**src/xcr_regs.vh**
```
// Offsets, field positions, reset values and scale figures of the config registers 3 to 5.
`ifndef XCR_REGS_VH
`define XCR_REGS_VH

`define XCR_ADDR_W 4
`define XCR_OFS_RF_COARSE 4'h2
`define XCR_OFS_MOD_SLEEP 4'h3
`define XCR_OFS_CHECK_BIT_COUNT_LIM 4'h4

`define XCR_RST_RF_COARSE 8'h0b
`define XCR_RST_MOD_SLEEP 8'h28
`define XCR_RST_CHECK_BIT_COUNT_LIM 8'h50

`define XCR_B_CLK_OUT_EN 0
`define XCR_B_EXT_SUPPLY_EN 1
`define XCR_B_COARSE_LO 2
`define XCR_B_COARSE_HI 3
`define XCR_B_LIMIT_EXTEND 0
`define XCR_B_POLL_EXTEND 1
`define XCR_B_SLEEP_LSB 2
`define XCR_B_SLEEP_MSB 6
`define XCR_B_MODULATION 7
`define XCR_B_MIN_LIM_LSB 0
`define XCR_B_MIN_LIM_MSB 5
`define XCR_B_CHECK_LSB 6
`define XCR_B_CHECK_MSB 7
`define XCR_RF_COARSE_MASK 8'h0f

`define XCR_COARSE_STEP 9'h080
`define XCR_SLEEP_UNIT_SHIFT 10
`define XCR_POLL_EXT_SHIFT 3
`define XCR_CHECK_STEP 4'h3

`define XCR_OPM_RX_POLL 2'h2
`define XCR_OPM_RX 2'h3

`endif

```
**src/xcr_sync2.v**
```verilog
// Two-stage synchroniser for a bus of asynchronous levels.
`timescale 1ns/1ns
`default_nettype none
module xcr_sync2 #(
   parameter WIDTH = 5,
   parameter [WIDTH-1:0] RST_VAL = {WIDTH{1'b1}}
) (
   // Clock and reset
   input wire i_mclk,
   input wire i_rst_b,
   // Levels
   input wire [WIDTH-1:0] i_async,
   output reg [WIDTH-1:0] o_sync
);

   reg [WIDTH-1:0] meta_r;

   always @(posedge i_mclk or negedge i_rst_b) begin
      if (!i_rst_b) begin
         meta_r <= RST_VAL;
         o_sync <= RST_VAL;
      end else begin
         meta_r <= i_async;
         o_sync <= meta_r;
      end
   end

endmodule
`default_nettype wire

```
**src/xcr_cfg_regs.v**
```verilog
// Configuration registers 3 to 5: RF coarse tune, supply and clock enables, modulation, timing.
//
// Contract
// - Coarse code 00..11 gives term 0, 128, 256, 384; reset code 10.
// - Supply enable 0 switches external supply output off, 1 on; reset 1.
// - Bit-check ok in RX modes, key event or wake flag forces both enables to 1.
// - Clock output enable gates the clock output pin; reset 1.
// - Register 4 bit 7 selects FSK at 0 (reset) or ASK at 1.
// - Sleep field bits 6..2 gives sleep = value x 1024 x extension; reset 10.
// - Sleep extension bit gives factor 1 at 0 (reset) or 8 at 1.
// - Limit extension bit gives factor 1 at 0 (reset) or 2 at 1.
// - Bit-check code 00..11 checks 0, 3, 6 or 9 bits; reset 3.
// - RX minimum edge time = field x extended period; below 10 unsupported; reset 16.
// - TX baud = 1 / (2 x (field+1) x extended period); reset 16.
// - Extended period = 8, 4, 2 or 1 data clocks x limit factor.
// - Seven-bit fine term forms low part of nine-bit RF word.
// - Wake-up by pin, key or auxiliary supply restores all defaults.
`timescale 1ns/1ns
`default_nettype none
`include "xcr_regs.vh"
module xcr_cfg_regs #(
   parameter KEYS = 5
) (
   // Clock and reset
   input wire i_mclk,
   input wire i_rst_b,
   // Register access from the serial interface front end
   input wire i_wr_en,
   input wire i_rd_en,
   input wire [`XCR_ADDR_W-1:0] i_addr,
   input wire [7:0] i_wdata,
   output reg [7:0] o_rdata,
   // Device context
   input wire [1:0] i_opm,
   input wire i_check_bit_count_ok,
   input wire i_wake_flag,
   input wire i_wake_reinit,
   input wire [KEYS-1:0] i_key_input_b,
   input wire [6:0] i_fine_freq_term,
   input wire [1:0] i_baud_range_select,
   // Controls to the analog and timing logic
   output reg o_ext_supply_enable,
   output reg o_clk_out_en,
   output reg o_clk_out,
   output reg [8:0] o_coarse_freq_term,
   output reg [8:0] o_tune_word,
   output reg o_modulation_select,
   output reg [17:0] o_sleep_dclk,
   output reg [1:0] o_limit_factor,
   output reg [3:0] o_check_bit_count,
   output reg [4:0] o_ext_data_clock_period,
   output reg [9:0] o_min_edge_dclk,
   output reg [10:0] o_tx_half_bit_dclk
);

   //--------------------------------------------------------------------
   // Key input synchronisation and event detection
   //--------------------------------------------------------------------
   wire [KEYS-1:0] key_sync;
   reg [KEYS-1:0] key_prev_r;
   wire key_event;

   xcr_sync2 #(
      .WIDTH(KEYS),
      .RST_VAL({KEYS{1'b1}})
   ) u_key_sync (
      .i_mclk(i_mclk),
      .i_rst_b(i_rst_b),
      .i_async(i_key_input_b),
      .o_sync(key_sync)
   );

   always @(posedge i_mclk or negedge i_rst_b) begin
      if (!i_rst_b) begin
         key_prev_r <= {KEYS{1'b1}};
      end else begin
         key_prev_r <= key_sync;
      end
   end

   assign key_event = |(key_sync ^ key_prev_r);

   //--------------------------------------------------------------------
   // Register file
   //--------------------------------------------------------------------
   reg [7:0] rf_coarse_supply_clock_ctrl_r;
   reg [7:0] modulation_sleep_limit_ctrl_r;
   reg [7:0] bitcheck_min_limit_ctrl_r;
   reg [7:0] rf_coarse_nxt;
   reg [7:0] mod_sleep_nxt;
   reg [7:0] check_bit_count_lim_nxt;
   wire rx_mode;
   wire force_on;

   assign rx_mode = (i_opm == `XCR_OPM_RX) || (i_opm == `XCR_OPM_RX_POLL);
   assign force_on = (i_check_bit_count_ok && rx_mode) || key_event || i_wake_flag;

   always @* begin
      rf_coarse_nxt = rf_coarse_supply_clock_ctrl_r;
      mod_sleep_nxt = modulation_sleep_limit_ctrl_r;
      check_bit_count_lim_nxt = bitcheck_min_limit_ctrl_r;
      if (i_wake_reinit) begin
         rf_coarse_nxt = `XCR_RST_RF_COARSE;
         mod_sleep_nxt = `XCR_RST_MOD_SLEEP;
         check_bit_count_lim_nxt = `XCR_RST_CHECK_BIT_COUNT_LIM;
      end else if (i_wr_en) begin
         case (i_addr)
            `XCR_OFS_RF_COARSE: begin
               rf_coarse_nxt = i_wdata & `XCR_RF_COARSE_MASK;
            end
            `XCR_OFS_MOD_SLEEP: begin
               mod_sleep_nxt = i_wdata;
            end
            `XCR_OFS_CHECK_BIT_COUNT_LIM: begin
               check_bit_count_lim_nxt = i_wdata;
            end
            default: begin
               rf_coarse_nxt = rf_coarse_supply_clock_ctrl_r;
            end
         endcase
      end
      // Hardware set wins over a simultaneous software clear.
      if (force_on) begin
         rf_coarse_nxt[`XCR_B_EXT_SUPPLY_EN] = 1'b1;
         rf_coarse_nxt[`XCR_B_CLK_OUT_EN] = 1'b1;
      end
   end

   always @(posedge i_mclk or negedge i_rst_b) begin
      if (!i_rst_b) begin
         rf_coarse_supply_clock_ctrl_r <= `XCR_RST_RF_COARSE;
         modulation_sleep_limit_ctrl_r <= `XCR_RST_MOD_SLEEP;
         bitcheck_min_limit_ctrl_r <= `XCR_RST_CHECK_BIT_COUNT_LIM;
      end else begin
         rf_coarse_supply_clock_ctrl_r <= rf_coarse_nxt;
         modulation_sleep_limit_ctrl_r <= mod_sleep_nxt;
         bitcheck_min_limit_ctrl_r <= check_bit_count_lim_nxt;
      end
   end

   always @(posedge i_mclk or negedge i_rst_b) begin
      if (!i_rst_b) begin
         o_rdata <= 8'h00;
      end else if (i_rd_en) begin
         case (i_addr)
            `XCR_OFS_RF_COARSE: begin
               o_rdata <= rf_coarse_supply_clock_ctrl_r;
            end
            `XCR_OFS_MOD_SLEEP: begin
               o_rdata <= modulation_sleep_limit_ctrl_r;
            end
            `XCR_OFS_CHECK_BIT_COUNT_LIM: begin
               o_rdata <= bitcheck_min_limit_ctrl_r;
            end
            default: begin
               o_rdata <= 8'h00;
            end
         endcase
      end
   end

   //--------------------------------------------------------------------
   // Field decode
   //--------------------------------------------------------------------
   wire [1:0] coarse_code;
   wire [4:0] sleep_val;
   wire poll_interval_extend;
   wire limit_window_extend;
   wire [1:0] check_code;
   wire [5:0] min_lim;
   reg [8:0] coarse_nxt;
   reg [17:0] sleep_nxt;
   reg [1:0] limit_nxt;
   reg [4:0] xdclk_nxt;

   assign coarse_code = {rf_coarse_supply_clock_ctrl_r[`XCR_B_COARSE_HI],
                         rf_coarse_supply_clock_ctrl_r[`XCR_B_COARSE_LO]};
   assign sleep_val = modulation_sleep_limit_ctrl_r[`XCR_B_SLEEP_MSB:`XCR_B_SLEEP_LSB];
   assign poll_interval_extend = modulation_sleep_limit_ctrl_r[`XCR_B_POLL_EXTEND];
   assign limit_window_extend = modulation_sleep_limit_ctrl_r[`XCR_B_LIMIT_EXTEND];
   assign check_code = bitcheck_min_limit_ctrl_r[`XCR_B_CHECK_MSB:`XCR_B_CHECK_LSB];
   assign min_lim = bitcheck_min_limit_ctrl_r[`XCR_B_MIN_LIM_MSB:`XCR_B_MIN_LIM_LSB];

   always @* begin
      coarse_nxt = {7'h00, coarse_code} * `XCR_COARSE_STEP;
      sleep_nxt = {13'h0000, sleep_val} << `XCR_SLEEP_UNIT_SHIFT;
      if (poll_interval_extend) begin
         sleep_nxt = sleep_nxt << `XCR_POLL_EXT_SHIFT;
      end
      limit_nxt = limit_window_extend ? 2'h2 : 2'h1;
      case (i_baud_range_select)
         2'h0: xdclk_nxt = 5'h08;
         2'h1: xdclk_nxt = 5'h04;
         2'h2: xdclk_nxt = 5'h02;
         default: xdclk_nxt = 5'h01;
      endcase
      if (limit_window_extend) begin
         xdclk_nxt = xdclk_nxt << 1;
      end
   end

   //--------------------------------------------------------------------
   // Registered outputs
   //--------------------------------------------------------------------
   always @(posedge i_mclk or negedge i_rst_b) begin
      if (!i_rst_b) begin
         o_ext_supply_enable <= 1'b1;
         o_clk_out_en <= 1'b1;
         o_clk_out <= 1'b0;
         o_coarse_freq_term <= 9'h100;
         o_tune_word <= 9'h100;
         o_modulation_select <= 1'b0;
         o_sleep_dclk <= 18'h02800;
         o_limit_factor <= 2'h1;
         o_check_bit_count <= 4'h3;
         o_ext_data_clock_period <= 5'h02;
         o_min_edge_dclk <= 10'h020;
         o_tx_half_bit_dclk <= 11'h022;
      end else begin
         o_ext_supply_enable <= rf_coarse_supply_clock_ctrl_r[`XCR_B_EXT_SUPPLY_EN];
         o_clk_out_en <= rf_coarse_supply_clock_ctrl_r[`XCR_B_CLK_OUT_EN];
         // The output clock stops low when disabled.
         o_clk_out <= o_clk_out_en ? ~o_clk_out : 1'b0;
         o_coarse_freq_term <= coarse_nxt;
         o_tune_word <= coarse_nxt + {2'h0, i_fine_freq_term};
         o_modulation_select <= modulation_sleep_limit_ctrl_r[`XCR_B_MODULATION];
         o_sleep_dclk <= sleep_nxt;
         o_limit_factor <= limit_nxt;
         o_check_bit_count <= {2'h0, check_code} * `XCR_CHECK_STEP;
         o_ext_data_clock_period <= xdclk_nxt;
         o_min_edge_dclk <= {4'h0, min_lim} * {5'h00, xdclk_nxt};
         o_tx_half_bit_dclk <= ({5'h00, min_lim} + 11'h001) * {6'h00, xdclk_nxt};
      end
   end

endmodule
`default_nettype wire

```
**config.mk**
```make
export PLATFORM = sky130hd
export DESIGN_NAME = xcr_cfg_regs
export DESIGN_NICKNAME = d
export VERILOG_FILES = /design/src/xcr_sync2.v /design/src/xcr_cfg_regs.v
export VERILOG_INCLUDE_DIRS = /design/src
export SDC_FILE = /design/constraint.sdc
export NUM_CORES = 1
export LEC_CHECK = 0
export BUFFER_PORTS_ARGS = -buffer_cell sky130_fd_sc_hd__buf_2
export CAP_MARGIN = 20
export CORE_UTILIZATION = 50
export CTS_CLUSTER_DIAMETER = 200
export DETAILED_ROUTE_END_ITERATION = 10
export PLACE_DENSITY = 0.77
export SYNTH_ARGS = -nofsm -noshare
export SYNTH_HDL_FRONTEND = slang
export SYNTH_SLANG_ARGS = --single-unit
```
**constraint.sdc**
```tcl
create_clock -name i_mclk -period 4 [get_ports i_mclk]
set_input_delay 0.8 -clock i_mclk [delete_from_list [all_inputs] [get_ports i_mclk]]
set_output_delay 0.8 -clock i_mclk [all_outputs]
set_load 0.02 [all_outputs]
```
==> After elaboration in Yosys (flattened, before gate mapping) <==
Cells that the tools add are included.
{ "word_totals": {"input_bits": 35, "wordCells": 66, "out_inout_bits": 80, "regBits": 112} }
{ "classes": {"multipliers": 3, "eq_ne": 7, "n_addsub": 2, "mux": 16, "bitwise_logic": 2, "n_reduce_logical": 16} }
{ "ops": {"columns": ["operator", "n"], "rows": [
  ["two-way mux 8 bit", 9],
  ["case mux 8 bit (3 select lines)", 1],
  ["two-way mux 18 bit", 1],
  ["case mux 4 bit (3 select lines)", 1],
  ["multiplier 7 x 5 -> 11 bit", 1],
  ["multiplier 6 x 5 -> 10 bit", 1],
  ["adder 9 x 7 -> 9 bit", 1],
  ["equality test 4 x 2 -> 1 bit, second input constant", 2],
  ["AND reduction 2 bit", 4],
  ["nonzero test 2 bit", 4],
  ["adder 6 x 1 -> 7 bit, second input constant", 1],
  ["equality test 2 bit, second input constant", 3],
  ["nonzero test 3 bit", 2],
  ["two-way mux 5 bit", 1],
  ["OR reduction 5 bit", 1],
  ["XOR 5 bit", 1],
  ["equality test 4 x 3 -> 1 bit, second input constant", 1],
  ["multiplier 2 x 2 -> 4 bit, second input constant", 1],
  ["two-way mux 2 bit", 2],
  ["logical OR 1 bit", 3],
  ["equality test 2 x 1 -> 1 bit, second input constant", 1],
  ["logical NOT 2 bit", 1],
  ["logical AND 1 bit", 1],
  ["two-way mux 1 bit", 1],
  ["inverter 1 bit", 1]
]} }

==> Logic depth before layout (Yosys ltp) <==
Gate-level depths: netlist of the first run.
{ "depth": {"ltp_word": 7, "ltp_mapped": 17, "ltp_nobuf": 16} }

==> By module <==
Synthesis of the first run repeated with hierarchy kept, for this count alone.
{ "hier_totals": {"cells_unflattened": 482, "area_unflattened_um2": 5307.6} }
{ "modules_own_cells": {"columns": ["module", "instances", "area_per_inst_um2", "cells_each"], "rows": [
  ["xcr_cfg_regs", 1, 5044.8, 472],
  ["xcr_sync2", 1, 262.8, 10]
]} }

==> Worst setup path before layout of the first run <==
Ideal clock, no wire load.
{ "synth_timing": {"path_type": "input to register", "start": "input port i_baud_range_select[1]", "end": "register o_min_edge_dclk[9]", "stages": 15, "setup_slack_ns": -0.317, "t_arrival_ns": 4.237, "required_ns": 3.920, "setup_ns": 0.080, "path_cell_list": "clkbuf_1 > nand2b_1 > o22a_1 > clkinv_1 > and2_1 > fa_1 > fa_1 > inv_1 > fa_1 > inv_1 > ha_1 > nand3_1 > nand4b_1 > o31ai_1 > xnor2_1"} }
{ "synth_between": {"elab_chain_len": 4, "word_cells_on_any_way": 6} }
{ "synth_rtl": {"columns": ["item", "line", "source"], "rows": [
  ["start, declared", "xcr_cfg_regs.v:40", "input wire [1:0] i_baud_range_select,"],
  ["equality test 2 bit (tied with other cells)", "xcr_cfg_regs.v:191", "case (i_baud_range_select)"],
  ["case mux 4 bit (3 select lines) (*)", "xcr_cfg_regs.v:191", null],
  ["two-way mux 5 bit (*)", "xcr_cfg_regs.v:197", "if (limit_window_extend) begin"],
  ["net xdclk_nxt[2]", "xcr_cfg_regs.v:174", "reg [4:0] xdclk_nxt;"],
  ["multiplier 6 x 5 -> 10 bit (*)", "xcr_cfg_regs.v:231", "o_min_edge_dclk <= {4'h0, min_lim} * {5'h00, xdclk_nxt};"],
  ["end signal, assigned", "xcr_cfg_regs.v:231", null],
  ["end, declared", "xcr_cfg_regs.v:52", "output reg [9:0] o_min_edge_dclk,"]
]} }
Mark *: on every way through the listed nets, which the timed path passes. The rest lies on a longest branch.
A chain may end at the register's enable or synchronous reset.

==> Worst setup path after layout of the first run <==
{ "layout_timing": {"start": "input port i_baud_range_select[0]", "end": "register o_tx_half_bit_dclk[8]"} }
{ "layout_between": {"elab_chain_len": 4, "word_cells_on_any_way": 6} }
{ "layout_rtl": {"columns": ["item", "line", "source"], "rows": [
  ["equality test 2 bit (tied with other cells)", "xcr_cfg_regs.v:191", null],
  ["case mux 4 bit (3 select lines) (*)", "xcr_cfg_regs.v:191", null],
  ["two-way mux 5 bit (*)", "xcr_cfg_regs.v:197", null],
  ["net xdclk_nxt[4]", "xcr_cfg_regs.v:174", null],
  ["multiplier 7 x 5 -> 11 bit (*)", "xcr_cfg_regs.v:232", "o_tx_half_bit_dclk <= ({5'h00, min_lim} + 11'h001) * {6'h00, xdclk_nxt};"],
  ["end signal, assigned", "xcr_cfg_regs.v:232", null],
  ["end, declared", "xcr_cfg_regs.v:53", "output reg [10:0] o_tx_half_bit_dclk"]
]} }
Marks and branches as above.

==> results of run 1 <==
[worst max path at each step]
stage / from / end / slack (ps) / cells past startpoint
floorplan: i_baud_range_select[1] / o_tx_half_bit_dclk[8] / -60 / 15
global placement: i_baud_range_select[0] / o_tx_half_bit_dclk[8] / -230 / 14
detailed placement: i_baud_range_select[0] / o_tx_half_bit_dclk[8] / -290 / 14
CTS: bitcheck_min_limit_ctrl_r[0] / o_tx_half_bit_dclk[8] / 90 / 14
global route: bitcheck_min_limit_ctrl_r[0] / o_tx_half_bit_dclk[8] / -30 / 14
finish: i_baud_range_select[0] / o_tx_half_bit_dclk[8] / 110 / 14
[layout by cell type, fill, tap and decap left out, types with 6 or more instances in the layout]
| master | n |
|---|---|
| dfrtp_1 | 61 |
| and2_1 | 17 |
| nand3_1 | 10 |
| a211o_1 | 6 |
| ha_1 | 35 |
| nor2b_1 | 9 |
| nor2_1 | 42 |
| xor2_1 | 8 |
| nand2_1 | 31 |
| fa_1 | 25 |
| dfstp_2 | 34 |
| a22oi_1 | 7 |
| a21oi_1 | 8 |
| mux2i_1 | 13 |
| conb_1 | 17 |
| buf_2 | 95 |
| inv_1 | 41 |
| and3_1 | 7 |
| clkbuf_8 | 9 |
| buf_4 | 43 |
| xnor2_1 | 21 |
[cell type report]
class / instances / share of cell area
Multi-Input combinational cell: 316 / 0.410
Sequential cell: 96 / 0.380
Timing Repair Buffer: 138 / 0.124
Inverter: 47 / 0.0290
Tap cell: 136 / 0.0264
Clock buffer: 9 / 0.0192
Clock inverter: 7 / 0.0115
[stage by stage]
step	instance area (sq um)	total power, W	util
final	6430	0.00187	0.626
after global placement	6210	0.00126	0.604
after floorplan	5460	0.00118	-
after CTS	6400	0.00189	0.623
after detailed placement	6210	0.00126	0.604
after global routing	6430	0.00196	0.626
[cells in the mapped netlist, drive strengths merged (2+ instances only)]
master    n
clkinv    4
ha       40
xnor2    23
and3b     2
a22oi     7
mux2      2
a21o      3
nor2     43
nand4     2
and2     18
nand2b    5
clkbuf    8
nand3    10
nor3      3
inv      43
a211o     6
mux2i    13
dfrtp    62
o21bai    2
nor2b    10
a211oi    2
fa       25
dfstp    34
o21ai     7
xor2      8
nand2    32
a21oi     9
and3      7
or2       2
o21a      3
o2bb2ai   4
buf      23
o22ai     3
[layer usage]
metal,vias to the layer above,global-route usage,wire (microns)
met1,1850,0.263,4590
met3,14,0.0543,599
met2,110,0.363,5250
li1,1778,-,-
met4,0,0.0674,189
met5,-,0,0
[where the power goes]
group          switching (W)  internal, W  total, W  leakage, nW
combinational       0.000139    0.0000841  0.000223         2.08
sequential         0.0000121      0.00101   0.00102         1.19
clock               0.000378     0.000245  0.000624        0.101
[kinds of logic after synthesis]
group | Yosys count | synth area share
other | 1 | 0.000710
buffers and inverters | 78 | 0.0706
flip-flops | 96 | 0.463
adder cells (fa/ha/maj) | 65 | 0.190
AND/OR/NAND/NOR | 138 | 0.130
XOR/XNOR | 31 | 0.0514
multiplexers | 15 | 0.0289
AO/OA/AOI/OAI | 50 | 0.0659
[flip-flops by register name (all words and copies together) (netlist names), 2 cells and up]
register,count
o_tx_half_bit_dclk,11
o_min_edge_dclk,10
bitcheck_min_limit_ctrl_r,8
modulation_sleep_limit_ctrl_r,8
o_rdata,8
o_sleep_dclk,8
o_tune_word,8
key_prev_r,5
o_ext_data_clock_period,5
u_key_sync.meta_r,5
u_key_sync.o_sync,5
o_check_bit_count,4
rf_coarse_supply_clock_ctrl_r,4
o_limit_factor,2
[repair_timing]
action / CTS / global route
hold endpoints to repair: 0 / 0
gates resized for setup: 0 / 5
buffers inserted: 0 / 2
setup endpoints to repair: 0 / 6
==> metrics.txt, run 1 <==
status complete, no violations; post-DP HPWL 8.18 mm; Worst path slowest cell fa_1; worst path required time 4300 ps; CTS H-tree depth 3; layout cells sized above 1 0.352; worst r2r src bitcheck_min_limit_ctrl_r[0]; Worst Path Buf+Inv 3; Slew Limit Fails 0; DR pass1 iterations 4; Max-Cap Viols 0; CP arrival 4190 ps; worst hold path depth 0; residual DRC count 0; endpoints failing setup 0; Leak 3.37 nW; largest buffer count on any clock path 2; DRT iter0 DRCs 123; most frequent CP cell fa_1; first-pass GRT wire length between 15 and 20 mm; average cell area after synthesis 11.1 sq um; CTS tree built; pre-CTS WS -290 ps; worst-margin pin slew 638 ps; cell family with most CP delay adder cells; pin count of the biggest net entering global routing just over 50; f_max about 260 MHz; skew final just over 8 ps; Placer Congestion 0.881; Die Footprint 11000 sq um; Sequential cell area 2450 sq um; Primary FF master, synth dfrtp_1; Max-Slew Margin vs Limit 0.573; Die Span Y 105 microns; TNS Setup 0 ps; Fill cells 870; Crit Path Max Fanout 6; nets 708; R2R depth 14; Core Region 10300 sq um; I/O pin cnt 115; initial antenna violation count 0; WL final 10.6 mm; Inst Count DP 731; row cnt 37; synthesized area between 5000 and 6000 sq um; Multi-input gate area approximately 2600 sq um; pwr/cell area just under 300 nW/um^2; Hold Slack ~360 ps; reg2reg end o_tx_half_bit_dclk[8]; Clk pin slew, worst setup/hold paths approximately 100 ps; Final ANT Viol Nets 0; post-synthesis sequential area ratio 0.463; VDD IR-drop max between 0.0002 and 0.00025 V; Skew-Pair Late Insertion Delay ~370 ps; crit path setup slack, layout 106 ps; end of the worst hold path u_key_sync.o_sync[4]; hold_sp u_key_sync.meta_r[4]; CP Class primary input to flop; Total GRT Usage 0.212; Fin. Hold Viols 0; drt via density 5.01; Root Buffer clkbuf_8; post-route insts no fill 749; min-delay worst type flop to flop; Startpoint Class primary input; vias in the first global route 3900; Die Wd approximately 100 microns; Antenna Cells 0; CTS sink cnt 96; routed via count 3752; Tmin final 3890 ps; total grt overflow 0; crit end category flop; cell taking the most area after synthesis dfrtp_1; clock buffer count from CTS 9; fin crit share 0.974; Synth Instances 474; Synth area leaders dfrtp_1 29%, dfstp_2 17%, fa_1 9.5%; IO Port Bufs 96; top cell type's share of synthesized area 0.294; hold bufs inserted after CTS 0; Yosys warnings 0; Synth Register Bits 96; post-synth cell types between 40 and 50; area grow syn2layout 21.9%; Max stage delay on crit path 560 ps; critical-path cell list buf_2, or3_4, clkinv_4, nand2b_1, fa_1, fa_1, fa_1, inv_2, ha_4, nor2b_4, o31a_1, o21a_1, nor2_1, xnor2_1; EDFF count, synth 0; WL/cell 14.2 microns; Async SR Flop Fraction 1.00; setup slack, reg-to-reg 130 ps; Initial Util 0.514
(Power assumes the default switching activity.)
==> run 2: changes to the inputs <==
--- a/config.mk
+++ b/config.mk
@@ -8,10 +8,11 @@
 export LEC_CHECK = 0
 export BUFFER_PORTS_ARGS = -buffer_cell sky130_fd_sc_hd__buf_2
 export CAP_MARGIN = 20
-export CORE_UTILIZATION = 50
+export CORE_UTILIZATION = 45
 export CTS_CLUSTER_DIAMETER = 200
 export DETAILED_ROUTE_END_ITERATION = 10
-export PLACE_DENSITY = 0.77
+export PLACE_DENSITY = 0.71
+export REMOVE_ABC_BUFFERS = 1
 export SYNTH_ARGS = -nofsm -noshare
 export SYNTH_HDL_FRONTEND = slang
 export SYNTH_SLANG_ARGS = --single-unit
==> run 2 against run 1 <==
Against the previous run: critical path type unchanged; global-route usage shrank 1.5 points; die area grew 11%; hold slack lost 8.4 ps; total power grew 10%; critical path depth grew 1; flip-flop and latch count is the same; cell count grew 1.2%; sequential share of layout area shrank 0.81 points.
==> metrics.txt, run 2 (synthesized netlist as in run 1, its figures left out) <==
max reg flops 11 (unchanged); crit end category flop; nets 710 (+0.28%); Tmin final 3870 ps (-21.0 ps); Final ANT Viol Nets 0 (unchanged); Die Footprint 12200 sq um (+11%); residual DRC count 0 (unchanged); total grt overflow 0 (unchanged); Fill cells 985 (+13%); most frequent CP cell fa_1; area grow syn2layout 24.6%; Total GRT Usage 0.197 (-0.0154); Inst Count DP 738 (+0.96%); fin crit share 0.968 (-0.00524); Largest regs o_tx_half_bit_dclk (11), o_min_edge_dclk (10); Slew Limit Fails 0 (unchanged); I/O pin cnt 115 (unchanged); CP arrival 4130 ps (-60 ps); Core Region 11400 sq um (+11%); Die Wd 110 microns (+5.3%); DR pass1 iterations 4 (unchanged); VDD IR-drop max 0.000217 V (+2.5%); pre-CTS WS -488 ps (-197 ps); critical-path cell list buf_8, nand2b_4, o22a_4, inv_4, nand2_1, fa_1, fa_1, fa_1, inv_1, ha_4, a21o_1, a21oi_2, o21bai_1, a21oi_1, xnor2_1; largest buffer count on any clock path 2 (unchanged); WL final 11.0 mm (+3.6%); post-route cell area 6580 sq um (+2.2%); post-route insts no fill 758 (+1.2%); most frequent cells in the layout 93 x buf_2, 61 x dfrtp_1, 45 x buf_4, 42 x nor2_1, 40 x inv_1; fin util 0.576 (-0.0503); routed via count 3759 (+0.19%); row cnt 39 (+5.4%); f_max 258 MHz (+0.54%); Skew-Pair Late Insertion Delay 340 ps (-30 ps); worst-margin pin slew 758 ps (+120 ps); Fin. Hold Viols 0 (unchanged); first-pass GRT wire length 18.1 mm (-0.53%); CTS H-tree depth 3 (unchanged); crit path setup slack, layout 127 ps (+21.0 ps); DRT iter0 DRCs 135 (+9.8%); CTS sink cnt 96 (unchanged); Worst path slowest cell fa_1; status complete, no violations; DP Area 6110 sq um (-1.6%); worst path required time 4260 ps (-40 ps); initial antenna violation count 0 (unchanged); Max stage delay on crit path 570 ps (about the same); vias in the first global route 3923 (+0.59%); Clk pin slew, worst setup/hold paths 70 ps (-30 ps); IO Port Bufs 96 (unchanged); Initial Util 0.462 (-0.0513); drt via density 4.96 (-1.0%); commonest non-fill, non-tap cell in the layout buf_2; post-DP HPWL 8.12 mm (-0.70%); CP Class primary input to flop; endpoints failing setup 0 (unchanged); min-delay worst type flop to flop; Largest Register o_tx_half_bit_dclk; hold bufs inserted after CTS 0 (unchanged); CTS tree built; clock buffer count from CTS 9 (unchanged); Antenna Cells 0 (unchanged); layout cells sized above 1 0.353 (+0.000480); skew final 9.28 ps (+0.976 ps); Startpoint Class primary input; Tot Pwr 0.00206 W (+10%); pwr/cell area 313 nW/um^2 (+7.6%); Die Span Y 110 microns (+5.3%); Placer Congestion 0.853 (-3.2%); Leak 3.44 nW (+1.9%); WL/cell 14.5 microns (+2.4%); Crit Path Max Fanout 6 (unchanged); Max-Slew Margin vs Limit 0.495 (-0.0779); Max-Cap Viols 0 (unchanged); pin count of the biggest net entering global routing 61 (+20%); Root Buffer clkbuf_16
==> run 2: cell count changes in the layout (fill, tap and decap cells not counted), sizes merged <==
cell    change
buf         +2
clkbuf      +4
inv         +1
clkinv      -5
==> run 2: worst max-delay path, delay by kind of cell <==
kind	cells	cell delay, ps
adder cells (fa/ha/maj)	4	1820
XOR/XNOR	1	150
AO/OA/AOI/OAI	5	880
buffers and inverters	3	260
AND/OR/NAND/NOR	2	220
==> run 2: worst paths after layout <==
kind	startpoint	endpoint	slack, ps	cells after the start
max	i_baud_range_select[1]	o_min_edge_dclk[8]	130	15
min reg2reg	u_key_sync.meta_r[2]	u_key_sync.o_sync[2]	350	0
max in group asynchronous	i_rst_b	key_prev_r[3]	2660	2
min in group asynchronous	i_rst_b	o_min_edge_dclk[8]	520	1
max reg2reg	modulation_sleep_limit_ctrl_r[0]	o_min_edge_dclk[9]	200	15
min	u_key_sync.meta_r[2]	u_key_sync.o_sync[2]	350	0
==> run 2: through the flow <==
stage	setup TNS, ps	hold WS, ps
4_1_cts	0	356
2_1_floorplan	-1070	345
5_1_grt	-32.5	355
3_5_place_dp	-3540	347
6_report	0	354
3_3_place_gp	-2290	346
==> run 2: routing by layer <==
| layer | global-route usage | share of wire |
|---|---|---|
| met1 | 0.239 | 0.42 |
| met2 | 0.336 | 0.51 |
| met3 | 0.0435 | 0.046 |
| met4 | 0.0827 | 0.024 |
| met5 | 0 | 0 |
==> run 2: area by class of cell <==
type                    instances  area (sq um)  share of cell area
clock inverters                 3          26.3             0.00400
repair buffers                140           830               0.126
inverters                      47           181              0.0276
multi-input cells             316          2660               0.405
well taps                     143           179              0.0272
flip-flops and latches         96          2450               0.372
clock buffers                  13           250              0.0381
==> run 2: repair_timing <==
| item | 4_1_cts | 5_1_grt |
|---|---|---|
| buffers inserted | 0 | 4 |
| pin swaps | 3 | 22 |
| resized for setup | 6 | 30 |
| endpoints found under the setup margin | 7 | 7 |
==> run 2: report_power, final <==
| group | internal, W | switching (W) | total, W |
|---|---|---|---|
| logic | 0.0000867 | 0.000142 | 0.000229 |
| registers | 0.00101 | 0.0000118 | 0.00102 |
| clock network | 0.000444 | 0.000360 | 0.000803 |
